<file path="config.mk">
export PLATFORM = sky130hd
export DESIGN_NAME = rfe_frame_emitter
export DESIGN_NICKNAME = d
export VERILOG_FILES = /design/src/hdl/rfe_csum.v /design/src/hdl/rfe_frame_emitter.v
export VERILOG_INCLUDE_DIRS = /design/src /design/src/common
export SDC_FILE = /design/constraint.sdc
export NUM_CORES = 1
export LEC_CHECK = 0
export ABC_AREA = 1
export BUFFER_PORTS_ARGS = -buffer_cell sky130_fd_sc_hd__buf_2
export CORE_ASPECT_RATIO = 1.75
export CORE_MARGIN = 2
export CORE_UTILIZATION = 30
export CTS_CLUSTER_DIAMETER = 40
export DETAILED_ROUTE_END_ITERATION = 8
export GPL_TIMING_DRIVEN = 0
export HOLD_SLACK_MARGIN = 0.1
export PLACE_DENSITY_LB_ADDON = 0.3
export SETUP_SLACK_MARGIN = 0.2
export SYNTH_ARGS = -nofsm -noshare
export SYNTH_HDL_FRONTEND = slang
export SYNTH_HIERARCHICAL = 1
export SYNTH_SLANG_ARGS = --single-unit
</file>
<file path="constraint.sdc">
create_clock -name sys_clk -period 5.4 [get_ports sys_clk]
set_input_delay 1.35 -clock sys_clk [delete_from_list [all_inputs] [get_ports sys_clk]]
set_output_delay 1.35 -clock sys_clk [all_outputs]
set_load 0.01 [all_outputs]
</file>
<file path="src/common/rfe_consts.vh">
/*
 * Constants of the receive-side API frame emitter: framing bytes, frame
 * types, field constants, register offsets and reset values.
 * Assumes inclusion by bare name from the design files and the bench.
 */
`ifndef RFE_CONSTS_VH
`define RFE_CONSTS_VH

// ----------------------------------------------------------------------
// Framing
// ----------------------------------------------------------------------
`define RFE_START_DELIM      8'h7E
`define RFE_CSUM_BASE        8'hFF
`define RFE_CSUM_FIRST_OFS   2'h3
`define RFE_TYPE_RX          8'h90
`define RFE_TYPE_RX_EXPL     8'h91
`define RFE_TYPE_IO          8'h92
`define RFE_TYPE_ADDR_UPD    8'h8E
`define RFE_RESV_16          16'hFFFE
`define RFE_RESV_8           8'h00
`define RFE_DMASK_VALID      16'h0FFF
`define RFE_BODY_RX          8'h0C
`define RFE_BODY_RX_EXPL     8'h12
`define RFE_BODY_IO          8'h10
`define RFE_BODY_ADDR_UPD    8'h12
`define RFE_EXPL_BIT         1

// ----------------------------------------------------------------------
// Register map (byte addresses), reset values and bus response codes
// ----------------------------------------------------------------------
`define RFE_REG_OUTOPT       8'h00
`define RFE_REG_MODE         8'h04
`define RFE_REG_DEST_HI      8'h08
`define RFE_REG_DEST_LO      8'h0C
`define RFE_REG_STATUS       8'h10
`define RFE_RST_OUTOPT       8'h00
`define RFE_RST_MODE         1'h1
`define RFE_RST_DEST         64'h0000000000000000
`define RFE_RESP_OKAY        2'h0
`define RFE_RESP_SLVERR      2'h2

`endif

</file>
<file path="src/hdl/rfe_csum.v">
/*
 * Running checksum of a frame's bytes from the type byte to the last
 * byte before the checksum.
 * Assumes the caller clears it at frame start and adds each covered byte.
 */
`timescale 1ns/1ps
`default_nettype none
`include "rfe_consts.vh"

module rfe_csum (
	// Clock and reset
	input  wire       sys_clk,
	input  wire       srst,
	// Accumulation
	input  wire       clr,
	input  wire       add_en,
	input  wire [7:0] add_byte,
	// Result
	output wire [7:0] csum
);

	reg [7:0] sum_r;

	always @(posedge sys_clk) begin
		if (srst || clr) begin
			sum_r <= 8'h00;
		end else if (add_en) begin
			sum_r <= sum_r + add_byte;
		end
	end

	// Only the low eight bits of the sum matter, so the wrap is wanted.
	assign csum = `RFE_CSUM_BASE - sum_r;

endmodule // rfe_csum

`default_nettype wire

</file>
<file path="src/hdl/rfe_frame_emitter.v">
/*
 * Receive-side API frame emitter: builds standard receive, explicit receive,
 * I/O sample and address-update frames and sends them as a byte stream.
 * Assumes the radio side offers requests with valid/ready and streams
 * exactly the announced number of payload bytes; software on AXI4-Lite.
 */
`timescale 1ns/1ps
`default_nettype none
`include "rfe_consts.vh"

module rfe_frame_emitter (
	// Clock and reset
	input  wire         sys_clk,
	input  wire         srst,
	// AXI4-Lite slave
	input  wire [7:0]   s_axi_awaddr,
	input  wire         s_axi_awvalid,
	output wire         s_axi_awready,
	input  wire [31:0]  s_axi_wdata,
	input  wire [3:0]   s_axi_wstrb,
	input  wire         s_axi_wvalid,
	output wire         s_axi_wready,
	output reg  [1:0]   s_axi_bresp,
	output reg          s_axi_bvalid,
	input  wire         s_axi_bready,
	input  wire [7:0]   s_axi_araddr,
	input  wire         s_axi_arvalid,
	output wire         s_axi_arready,
	output reg  [31:0]  s_axi_rdata,
	output reg  [1:0]   s_axi_rresp,
	output reg          s_axi_rvalid,
	input  wire         s_axi_rready,
	// Received radio data packet
	input  wire         rx_valid,
	output wire         rx_ready,
	input  wire [63:0]  rx_src_addr,
	input  wire [7:0]   rx_opts,
	input  wire [7:0]   rx_src_ep,
	input  wire [7:0]   rx_dst_ep,
	input  wire [15:0]  rx_cluster,
	input  wire [15:0]  rx_profile,
	input  wire [15:0]  rx_len,
	// Payload bytes of the accepted packet
	input  wire         pld_valid,
	output wire         pld_ready,
	input  wire [7:0]   pld_data,
	// Received I/O sample message
	input  wire         io_valid,
	output wire         io_ready,
	input  wire [63:0]  io_src_addr,
	input  wire [7:0]   io_opts,
	input  wire [7:0]   io_nsamp,
	input  wire [15:0]  io_dmask,
	input  wire [7:0]   io_amask,
	input  wire [15:0]  io_dsamp,
	input  wire [63:0]  io_asamp,
	// Destination address update request
	input  wire         upd_valid,
	output wire         upd_ready,
	input  wire [63:0]  upd_new_addr,
	// Serial API byte stream
	output wire         tx_valid,
	input  wire         tx_ready,
	output wire [7:0]   tx_data
);

	localparam [1:0] K_RX   = 2'h0;
	localparam [1:0] K_IO   = 2'h1;
	localparam [1:0] K_UPD  = 2'h2;
	localparam [2:0] S_IDLE = 3'h0;
	localparam [2:0] S_HEAD = 3'h1;
	localparam [2:0] S_BODY = 3'h2;
	localparam [2:0] S_PLD  = 3'h3;
	localparam [2:0] S_CSUM = 3'h4;
	localparam [63:0] RST_DEST = `RFE_RST_DEST;

	// ------------------------------------------------------------------
	// Registers reached over the bus
	// ------------------------------------------------------------------
	reg  [7:0]   output_format_options_r;
	reg          api_mode_r;
	reg  [31:0]  destination_address_upper_r;
	reg  [31:0]  destination_address_lower_r;
	reg  [15:0]  frame_cnt_r;
	reg  [7:0]   io_drop_cnt_r;
	reg  [7:0]   aw_addr_r;
	reg          aw_got_r;
	reg  [31:0]  w_data_r;
	reg  [3:0]   w_strb_r;
	reg          w_got_r;
	wire [63:0]  dest_addr;
	wire         wr_go;
	wire         busy;
	integer      b;
	integer      k;

	assign dest_addr     = {destination_address_upper_r, destination_address_lower_r};
	assign s_axi_awready = !aw_got_r && !s_axi_bvalid;
	assign s_axi_wready  = !w_got_r && !s_axi_bvalid;
	assign s_axi_arready = !s_axi_rvalid;
	assign wr_go         = aw_got_r && w_got_r && !s_axi_bvalid;

	// ------------------------------------------------------------------
	// Frame sequencer state
	// ------------------------------------------------------------------
	reg  [2:0]   st_r;
	reg  [1:0]   idx_r;
	reg  [207:0] body_r;
	reg  [7:0]   body_cnt_r;
	reg  [15:0]  len_r;
	reg  [15:0]  pld_cnt_r;
	reg  [7:0]   out_data_r;
	reg          out_v_r;
	reg  [207:0] body_nxt;
	reg  [7:0]   body_n_nxt;
	reg  [1:0]   kind;
	reg  [79:0]  tail;
	reg  [2:0]   tail_n;
	reg  [7:0]   byte_nxt;
	reg          push;
	wire         slot_free;
	wire         accept;
	wire         io_pass;
	wire         io_drop;
	wire [7:0]   csum;
	wire [15:0]  dmask_v;

	assign busy      = (st_r != S_IDLE) || out_v_r;
	assign slot_free = !out_v_r || tx_ready;
	assign upd_ready = (st_r == S_IDLE);
	assign io_ready  = (st_r == S_IDLE) && !upd_valid;
	assign rx_ready  = (st_r == S_IDLE) && !upd_valid && !io_valid;
	assign pld_ready = (st_r == S_PLD) && slot_free && (pld_cnt_r != 16'h0000);
	assign io_pass   = (output_format_options_r == 8'h00) && api_mode_r;
	assign io_drop   = io_valid && io_ready && !io_pass;
	// A dropped sample must not open a frame of the wrong kind.
	assign accept    = upd_valid || (io_valid && io_pass) || (rx_valid && rx_ready);
	assign dmask_v   = io_dmask & `RFE_DMASK_VALID;
	assign tx_valid  = out_v_r;
	assign tx_data   = out_data_r;

	// ------------------------------------------------------------------
	// AXI4-Lite write and read channels
	// ------------------------------------------------------------------
	always @(posedge sys_clk) begin
		if (srst) begin
			aw_got_r                    <= 1'b0;
			w_got_r                     <= 1'b0;
			aw_addr_r                   <= 8'h00;
			w_data_r                    <= 32'h00000000;
			w_strb_r                    <= 4'h0;
			s_axi_bvalid                <= 1'b0;
			s_axi_bresp                 <= `RFE_RESP_OKAY;
			output_format_options_r     <= `RFE_RST_OUTOPT;
			api_mode_r                  <= `RFE_RST_MODE;
			destination_address_upper_r <= RST_DEST[63:32];
			destination_address_lower_r <= RST_DEST[31:0];
		end else begin
			if (s_axi_awvalid && s_axi_awready) begin
				aw_got_r  <= 1'b1;
				aw_addr_r <= s_axi_awaddr;
			end
			if (s_axi_wvalid && s_axi_wready) begin
				w_got_r  <= 1'b1;
				w_data_r <= s_axi_wdata;
				w_strb_r <= s_axi_wstrb;
			end
			if (wr_go) begin
				aw_got_r     <= 1'b0;
				w_got_r      <= 1'b0;
				s_axi_bvalid <= 1'b1;
				s_axi_bresp  <= `RFE_RESP_OKAY;
				case (aw_addr_r)
				`RFE_REG_OUTOPT: begin
					if (w_strb_r[0])
						output_format_options_r <= w_data_r[7:0];
				end
				`RFE_REG_MODE: begin
					if (w_strb_r[0])
						api_mode_r <= w_data_r[0];
				end
				`RFE_REG_DEST_HI: begin
					for (b = 0; b < 4; b = b + 1)
						if (w_strb_r[b])
							destination_address_upper_r[b*8 +: 8] <= w_data_r[b*8 +: 8];
				end
				`RFE_REG_DEST_LO: begin
					for (b = 0; b < 4; b = b + 1)
						if (w_strb_r[b])
							destination_address_lower_r[b*8 +: 8] <= w_data_r[b*8 +: 8];
				end
				`RFE_REG_STATUS: begin
					s_axi_bresp <= `RFE_RESP_OKAY;
				end
				default: begin
					s_axi_bresp <= `RFE_RESP_SLVERR;
				end
				endcase
			end else if (s_axi_bvalid && s_axi_bready) begin
				s_axi_bvalid <= 1'b0;
			end
			// A network update lands after any software write in the same cycle.
			if (upd_valid && upd_ready) begin
				destination_address_upper_r <= upd_new_addr[63:32];
				destination_address_lower_r <= upd_new_addr[31:0];
			end
		end
	end

	always @(posedge sys_clk) begin
		if (srst) begin
			s_axi_rvalid <= 1'b0;
			s_axi_rdata  <= 32'h00000000;
			s_axi_rresp  <= `RFE_RESP_OKAY;
		end else if (s_axi_arvalid && s_axi_arready) begin
			s_axi_rvalid <= 1'b1;
			s_axi_rresp  <= `RFE_RESP_OKAY;
			case (s_axi_araddr)
			`RFE_REG_OUTOPT:  s_axi_rdata <= {24'h000000, output_format_options_r};
			`RFE_REG_MODE:    s_axi_rdata <= {31'h00000000, api_mode_r};
			`RFE_REG_DEST_HI: s_axi_rdata <= destination_address_upper_r;
			`RFE_REG_DEST_LO: s_axi_rdata <= destination_address_lower_r;
			`RFE_REG_STATUS:  s_axi_rdata <= {io_drop_cnt_r, 7'h00, busy, frame_cnt_r};
			default: begin
				s_axi_rdata <= 32'h00000000;
				s_axi_rresp <= `RFE_RESP_SLVERR;
			end
			endcase
		end else if (s_axi_rvalid && s_axi_rready) begin
			s_axi_rvalid <= 1'b0;
		end
	end

	// ------------------------------------------------------------------
	// Frame body assembly, left aligned from offset 3
	// ------------------------------------------------------------------
	always @* begin
		tail       = 80'h0;
		tail_n     = 3'h0;
		body_nxt   = 208'h0;
		body_n_nxt = 8'h00;
		kind       = K_RX;
		if (upd_valid) begin
			kind       = K_UPD;
			body_nxt   = {`RFE_TYPE_ADDR_UPD, `RFE_RESV_8, upd_new_addr, dest_addr,
			              64'h0};
			body_n_nxt = `RFE_BODY_ADDR_UPD;
		end else if (io_valid) begin
			kind = K_IO;
			if (dmask_v != 16'h0000) begin
				tail   = {tail[63:0], io_dsamp & dmask_v};
				tail_n = tail_n + 3'h1;
			end
			for (k = 0; k < 4; k = k + 1) begin
				if (io_amask[k]) begin
					tail   = {tail[63:0], io_asamp[k*16 +: 16]};
					tail_n = tail_n + 3'h1;
				end
			end
			tail       = tail << (16 * (5 - tail_n));
			body_nxt   = {`RFE_TYPE_IO, io_src_addr, `RFE_RESV_16, io_opts, io_nsamp,
			              dmask_v, io_amask, tail};
			body_n_nxt = `RFE_BODY_IO + {4'h0, tail_n, 1'b0};
		end else if (output_format_options_r[`RFE_EXPL_BIT]) begin
			body_nxt   = {`RFE_TYPE_RX_EXPL, rx_src_addr, `RFE_RESV_16, rx_src_ep,
			              rx_dst_ep, rx_cluster, rx_profile, rx_opts, 64'h0};
			body_n_nxt = `RFE_BODY_RX_EXPL;
		end else begin
			body_nxt   = {`RFE_TYPE_RX, rx_src_addr, `RFE_RESV_16, rx_opts,
			              112'h0};
			body_n_nxt = `RFE_BODY_RX;
		end
	end

	// ------------------------------------------------------------------
	// Byte selection for the output slot
	// ------------------------------------------------------------------
	always @* begin
		push     = 1'b0;
		byte_nxt = 8'h00;
		case (st_r)
		S_HEAD: begin
			push = slot_free;
			case (idx_r)
			2'h0:    byte_nxt = `RFE_START_DELIM;
			2'h1:    byte_nxt = len_r[15:8];
			default: byte_nxt = len_r[7:0];
			endcase
		end
		S_BODY: begin
			push     = slot_free;
			byte_nxt = body_r[207:200];
		end
		S_PLD: begin
			push     = pld_valid && pld_ready;
			byte_nxt = pld_data;
		end
		S_CSUM: begin
			push     = slot_free;
			byte_nxt = csum;
		end
		default: begin
			push     = 1'b0;
			byte_nxt = 8'h00;
		end
		endcase
	end

	// Only the type byte onward enters the sum, hence body and payload.
	rfe_csum u_csum (
		.sys_clk  (sys_clk),
		.srst     (srst),
		.clr      (st_r == S_IDLE),
		.add_en   (push && (st_r == S_BODY || st_r == S_PLD)),
		.add_byte (byte_nxt),
		.csum     (csum)
	);

	// ------------------------------------------------------------------
	// Sequencer
	// ------------------------------------------------------------------
	always @(posedge sys_clk) begin
		if (srst) begin
			st_r          <= S_IDLE;
			idx_r         <= 2'h0;
			body_r        <= 208'h0;
			body_cnt_r    <= 8'h00;
			len_r         <= 16'h0000;
			pld_cnt_r     <= 16'h0000;
			out_v_r       <= 1'b0;
			out_data_r    <= 8'h00;
			frame_cnt_r   <= 16'h0000;
			io_drop_cnt_r <= 8'h00;
		end else begin
			if (push) begin
				out_v_r    <= 1'b1;
				out_data_r <= byte_nxt;
			end else if (tx_ready) begin
				out_v_r <= 1'b0;
			end
			if (io_drop)
				io_drop_cnt_r <= io_drop_cnt_r + 8'h01;
			case (st_r)
			S_IDLE: begin
				if (accept) begin
					st_r       <= S_HEAD;
					idx_r      <= 2'h0;
					body_r     <= body_nxt;
					body_cnt_r <= body_n_nxt;
					// Length spans type byte to last payload byte only.
					if (kind == K_RX) begin
						len_r     <= {8'h00, body_n_nxt} + rx_len;
						pld_cnt_r <= rx_len;
					end else begin
						len_r     <= {8'h00, body_n_nxt};
						pld_cnt_r <= 16'h0000;
					end
				end
			end
			S_HEAD: begin
				if (push) begin
					idx_r <= idx_r + 2'h1;
					if (idx_r == 2'h2)
						st_r <= S_BODY;
				end
			end
			S_BODY: begin
				if (push) begin
					body_r     <= body_r << 8;
					body_cnt_r <= body_cnt_r - 8'h01;
					if (body_cnt_r == 8'h01)
						st_r <= S_PLD;
				end
			end
			S_PLD: begin
				if (pld_cnt_r == 16'h0000)
					st_r <= S_CSUM;
				else if (push)
					pld_cnt_r <= pld_cnt_r - 16'h0001;
			end
			S_CSUM: begin
				if (push) begin
					st_r        <= S_IDLE;
					frame_cnt_r <= frame_cnt_r + 16'h0001;
				end
			end
			default: begin
				st_r <= S_IDLE;
			end
			endcase
		end
	end

endmodule // rfe_frame_emitter

`default_nettype wire

</file>
* Yosys cells after proc, flatten, opt, wreduce, memory -nomap -nowiden *
Cells that the tools add are included.

word-level totals
  register bits after elaboration = 451
  input port bits = 456
  logic and storage cells = 224

operators by class
  add/sub/neg operators = 14
  equality and inequality tests = 24
  shifts and indexed selects = 1
  mux-type cells = 75
  bitwise gates (word level) = 1
  reductions and logical operators = 78

operators with widths
  operator               count
  $mux 80                6
  $mux 208               2
  $pmux 208 s2           1
  $mux 205               1
  $mux 202               1
  $mux 201               1
  $mux 32                6
  $pmux 32 s5            1
  $mux 16                6
  $shl 80x32->80         1
  $mux 3                 21
  $mux 8                 6
  $reduce_and 3->1       12
  $eq 8x4->1 const B     4
  $pmux 16 s2            1
  $pmux 8 s2             2
  $pmux 8 s4             1
  $reduce_bool 16->1     2
  $reduce_bool 2->1      13
  $logic_not 8->1        3
  $logic_and 1x1->1      21
  $add 16x1->16 const B  1
  $add 8x16->16          1
  $and 16x12->16         1
  38 further kinds       78

* Longest topological paths before layout *
  depth after elaboration = 26
  depth in mapped cells = 32

* Cells and area by module *
Netlist, hierarchy kept.

modules (own cells, without submodules)
  module             times used  cells an instance  area an instance (µm²)  sequential area each (µm²)
  rfe_frame_emitter  1           3,832              25,194.2                8,828.5
  rfe_csum           1           99                 693.2                   160.2

* Least setup slack after synthesis *
No wires, ideal clock.

  kind = input to register
  start point = input io_dmask[11]
  end point = register len_r[14]
  library setup time = 0.112 ns
  arrival time = 4.939 ns
  required time = 5.288 ns
  setup slack = 0.349 ns
  cell stages on the path = 29
  path buffers = 1
  cells stage by stage = nor4_1 -> nand3_1 -> inv_1 -> ha_1 -> nand2_2 -> inv_2 -> nor2_4 -> nand2_1 -> nand3_1 -> nand2_1 -> ha_1 -> or2_2 -> nand2_1 -> buf_2 -> nand2_1 -> nand2_1 -> inv_1 -> ha_1 -> nand3_1 -> nand2_1 -> nand2_1 -> a21oi_1 -> nand2_1 -> nor2_1 -> nand4_1 -> nor2_1 -> nor2_1 -> nand2_1 -> nand2_1

on the way
  longest elaborated chain between the ends = 25

RTL lines
  what                     RTL line                 RTL
  from (decl)              rfe_frame_emitter.v:53   input wire [15:0] io_dmask,
  $reduce_bool 16->1 *     rfe_frame_emitter.v:250  if (dmask_v != 16'h0000) begin
  $mux 1 *                 rfe_frame_emitter.v:250
  $mux 3 *                 rfe_frame_emitter.v:248  end else if (io_valid) begin
  $mux 3 *                 rfe_frame_emitter.v:243  if (upd_valid) begin
  $add 3x1->3              rfe_frame_emitter.v:257  tail_n = tail_n + 3'h1;
  $mux 3 *                 rfe_frame_emitter.v:255  if (io_amask[k]) begin
  $mux 3 *                 rfe_frame_emitter.v:248
  $mux 3 *                 rfe_frame_emitter.v:243
  [... 9 more ...]         -
  $mux 3 *                 rfe_frame_emitter.v:255
  $mux 3 *                 rfe_frame_emitter.v:248
  $mux 3 *                 rfe_frame_emitter.v:243
  $add 5x4->6 (no line) *  -
  $mux 6 *                 rfe_frame_emitter.v:248
  $mux 6 *                 rfe_frame_emitter.v:243
  $add 8x16->16 *          rfe_frame_emitter.v:352  len_r <= {8'h00, body_n_nxt} + rx_len;
  $mux 16 *                rfe_frame_emitter.v:351  if (kind == K_RX) begin
  to (signal assigned)     rfe_frame_emitter.v:352
  to (signal assigned)     rfe_frame_emitter.v:355  len_r <= {8'h00, body_n_nxt};
  to (decl)                rfe_frame_emitter.v:110  reg [15:0] len_r;

Mark *: on every way between the ends. The rest lies on a longest branch, timed or not. The select of a mux whose other input is x is not followed.
A chain may end at the register's enable or synchronous reset.

* Final worst setup path *
  start point = input io_dmask[11]
  end point = register body_r[65]

on the way
  longest elaborated chain between the ends = 26
  elaborated cells between the ends (all ways) = 33
  classes of those cells = 5 x add/sub; 1 x shift; 26 x mux; 1 x reduce/logical

RTL lines
  what                  RTL line                 RTL
  $reduce_bool 16->1 *  rfe_frame_emitter.v:250
  $mux 1                rfe_frame_emitter.v:250
  $mux 3                rfe_frame_emitter.v:248
  $mux 3                rfe_frame_emitter.v:243
  $add 3x1->3           rfe_frame_emitter.v:257
  $mux 3                rfe_frame_emitter.v:255
  $mux 3                rfe_frame_emitter.v:248
  $mux 3                rfe_frame_emitter.v:243
  [... 10 more ...]     -
  $mux 3                rfe_frame_emitter.v:248
  $mux 3                rfe_frame_emitter.v:243
  $sub 3x3->4           rfe_frame_emitter.v:260  tail = tail << (16 * (5 - tail_n));
  $shl 80x32->80 *      rfe_frame_emitter.v:260
  $mux 202 *            rfe_frame_emitter.v:248
  $mux 205 *            rfe_frame_emitter.v:243
  $mux 208 *            rfe_frame_emitter.v:345  if (accept) begin
  $pmux 208 s2 *        rfe_frame_emitter.v:343  case (st_r)
  to (signal assigned)  rfe_frame_emitter.v:348  body_r <= body_nxt;
  to (signal assigned)  rfe_frame_emitter.v:369  body_r <= body_r << 8;
  to (decl)             rfe_frame_emitter.v:108  reg [207:0] body_r;

Marks and branches as above.

==> out/metrics.yaml <==
worst_path_max_delay_cell: "sky130_fd_sc_hd__nor4_4"
vias_per_cell: 5.66
synth_edf_count: 0
groute.usage.overall_pct: 34.5
powerDensity_nw_per_um2: 490
cp.buffers_inverters: 8
number_of_instances_in_the_synthesized_netlist: 3931
finalClockSkew_ns: 0.0450
syn-cell-area_um2: 25900
remaining_drc_errors: 0
maxClockFrequency_ghz: 0.198
std_cell_rows: 142
cts_hold_buf: 0
postSynth.topFlopCell: "sky130_fd_sc_hd__dfxtp_1"
layout.area.seq_um2: 8990
final_hold_vio_count: 0
root_buffer: "sky130_fd_sc_hd__clkbuf_16"
design.die.area_um2: 88700
period_minus_slack_ns: 5.06
dr_total_vias: 32204
clock_tree.htree_level_count: 2
placedCellCount: 5580
hold_path.class: "reg2reg"
slew_viol_final: 2
cpLargestDelayFamily: "simple AND/OR/NAND/NOR gates"
fin_nets: 4974
cts_tree: "yes"
final_layout_size_suffix_gt1_share_pct: 18.9
power.static_leakage_nw: 13.7
port_buffers: 496
detail_route.first_pass.iterations: 7
result_of_the_run: "complete, but fails checks"
grt_setup_unrepaired: "false"
clkLatencyLatePin_ns: 0.66
avgSynthCellArea_um2: 6.59
detailedRoute.firstIterationViolations: 3217
netlist.area_leader.share_pct: 34.7
worst_path_most_repeated_cell: "sky130_fd_sc_hd__nand2_1"
start_point_of_the_critical_path: "io_dmask[11]"
gp_weighted_congestion: 1.10
wl_per_cell_um: 27.6
area_delta_synth_final_pct: 23.8
ctsLongestPathBuffers: 3
grt_start_max_net_pins: 17
clk_pin_slew_worst_paths_ns: 0.06
netlist-cell-type-count: 60
critPathArrivalTime_ns: 5.63
antenna_violating_nets_post_route: 0
start_util_pct: 30.2
post_synth_main_area_contributors: "sky130_fd_sc_hd__dfxtp_1 (35%), sky130_fd_sc_hd__nand2_1 (15%), sky130_fd_sc_hd__nand3_1 (7.1%)"
crit_path_end_kind: "flip-flop"
synth_top_cells_by_count: "sky130_fd_sc_hd__nand2_1 (1,018), sky130_fd_sc_hd__dfxtp_1 (449), sky130_fd_sc_hd__nand3_1 (368)"
cts_buffers: 52
async_reset_ff_share_pct: 0
fin_cells: 5691
clkSinkCount: 449
postSynthRegisterBits: 449
grt_first_pass_wirelength_um: 218000
cp.required_ns: 5.97
slew_at_the_pin_closest_to_its_max_slew_limit_ns: 1.69
failed_checks: "max-capacitance violations, max-slew violations"
grt_antenna_before_repair: 16
timing.critical_path.slowest_cell_delay_ns: 0.36
n_fill_cell: 9662
critical_path_class: "in2reg"
cap_violations: 1
report.final.setup_viol: 0
fp.coreArea_um2: 85600
min_period_over_period_pct: 93.8
worst_slew_margin_rel_pct: -13.8
timing.rr.start: "st_r[0]"
multi_input_comb_area_um2: 14900
ios: 510
total_power_w: 0.0157
die-width_um: 226
yosysMostFrequentCell: "sky130_fd_sc_hd__nand2_1"
place.detailed.hpwl_um: 126000
yosys_warnings: 6
yosysTopAreaCell: "sky130_fd_sc_hd__dfxtp_1"
grt_pass1_vias: 31321
timing.critical_path.fanout_max: 10
ys_seq_area_share_pct: 34.7
totalWireLength_um: 157000
grt_overflow: 0
postLayoutCoreUtil_pct: 37.4
irDropWorstVdd_mv: 0.243
die_h_um: 393
hold_path.startpoint: "s_axi_rdata[30]"
setup.worst_path.start_class: "input pin"
## layout make-up
class / instances / share of cell area, %
Buffer: 277 / 4.28
Inverter: 249 / 2.92
Multi-Input combinational cell: 2956 / 46.5
Sequential cell: 449 / 28.0
Antenna cell: 7 / 0.0546
Clock buffer: 60 / 4.28
Tap cell: 1152 / 4.50
Clock inverter: 35 / 1.42
Timing Repair Buffer: 506 / 8.02
## where the power goes
group          internal [W]  switching, W
registers           0.00423      0.000742
logic               0.00196       0.00489
clock network       0.00220       0.00168
total               0.00839       0.00731
## path summary, 6_finish.rpt
check                                  endpoint  slack (ns)  depth (start not counted)
worst max-delay path                 body_r[65]        0.34                         29
worst min-delay path            s_axi_rdata[30]        0.46                          2
worst max register to register       body_r[96]        1.40                          9
worst min register to register  s_axi_rdata[30]        0.46                          2
## layout by cell type, fill, tap and decap left out, types with 7 or more instances in the layout
cell	count
sky130_fd_sc_hd__clkbuf_1	140
sky130_fd_sc_hd__a221oi_1	88
sky130_fd_sc_hd__or2_2	19
sky130_fd_sc_hd__nand3_1	357
sky130_fd_sc_hd__bufinv_16	7
sky130_fd_sc_hd__clkinvlp_4	9
sky130_fd_sc_hd__a22oi_1	19
sky130_fd_sc_hd__o21ai_0	267
sky130_fd_sc_hd__a211oi_2	12
sky130_fd_sc_hd__a22o_1	14
sky130_fd_sc_hd__o22ai_1	25
sky130_fd_sc_hd__nand3_2	11
sky130_fd_sc_hd__o221ai_1	13
sky130_fd_sc_hd__ha_1	23
sky130_fd_sc_hd__buf_1	15
sky130_fd_sc_hd__diode_2	7
sky130_fd_sc_hd__inv_1	221
sky130_fd_sc_hd__dfxtp_1	449
sky130_fd_sc_hd__o211a_1	10
sky130_fd_sc_hd__nand4_1	48
sky130_fd_sc_hd__nor3_1	32
sky130_fd_sc_hd__nor2_4	9
sky130_fd_sc_hd__nand2_2	18
sky130_fd_sc_hd__buf_4	43
sky130_fd_sc_hd__nor2_1	300
sky130_fd_sc_hd__o21ai_1	146
sky130_fd_sc_hd__a211oi_1	21
sky130_fd_sc_hd__clkbuf_16	52
sky130_fd_sc_hd__nand2_1	1007
sky130_fd_sc_hd__o211ai_1	18
sky130_fd_sc_hd__a21oi_1	280
sky130_fd_sc_hd__buf_2	569
sky130_fd_sc_hd__inv_2	25
sky130_fd_sc_hd__a31oi_1	101
sky130_fd_sc_hd__buf_6	7
sky130_fd_sc_hd__nor4_1	13
sky130_fd_sc_hd__xor2_1	15
sky130_fd_sc_hd__nor2_2	13
sky130_fd_sc_hd__and2_1	10
## layer usage
metal	track usage [%]	up-vias	routed length, um
met4	33.1	14	17600
met3	7.73	635	13400
met1	35.9	15006	54300
met5	0	-	70
li1	-	14612	-
met2	56.8	1937	71900
## stage by stage
| stage | cell area, um^2 | TNS (ns) | setup WS [ns] | hold slack (ns) |
|---|---|---|---|---|
| after floorplan | 25900 | 0 | 0.349 | 0.421 |
| after global placement | 29800 | -103.04 | -1.41 | 0.449 |
| after detailed placement | 29800 | -105.99 | -1.45 | 0.447 |
| after CTS | 31800 | 0 | 0.208 | 0.463 |
| after global routing | 32000 | 0 | 0.187 | 0.484 |
| final | 32100 | 0 | 0.337 | 0.464 |
## cell families after synthesis
group,share of synthesized area (%)
AO/OA/AOI/OAI,23.9
other,0.0145
buffers and inverters,8.58
adder cells (fa/ha/maj),1.36
flip-flops,34.7
XOR/XNOR,0.841
AND/OR/NAND/NOR,30.5
## repair_timing
item | 4_1_cts | 5_1_grt
pin swaps | 4 | 7
endpoints found under the setup margin | 91 | 70
setup buffers | 4 | 6
resized for setup | 46 | 45
## flip-flops by register name, indices dropped and copies added, names as in the netlist, 2 cells and up
register	count
output_format_options_r	8
pld_cnt_r	16
io_drop_cnt_r	8
body_cnt_r	8
destination_address_lower_r	32
idx_r	2
st_r	3
body_r	208
u_csum/sum_r	8
tx_data	8
len_r	16
w_data_r	32
destination_address_upper_r	32
s_axi_rdata	32
w_strb_r	4
frame_cnt_r	16
aw_addr_r	8
## worst reg2reg max path, cell delays in order (launching register included)
cell and delay, ns:
sky130_fd_sc_hd__dfxtp_1 0.33, sky130_fd_sc_hd__inv_1 0.17, sky130_fd_sc_hd__nand3_2 0.36, sky130_fd_sc_hd__nand2_2 0.43, sky130_fd_sc_hd__inv_2 0.09, sky130_fd_sc_hd__nand2_1 0.49, sky130_fd_sc_hd__nor2_1 0.32, sky130_fd_sc_hd__clkbuf_1 0.37
sky130_fd_sc_hd__a221oi_1 1.12, sky130_fd_sc_hd__a21oi_1 0.18
Power figures use the tool's default switching activity.
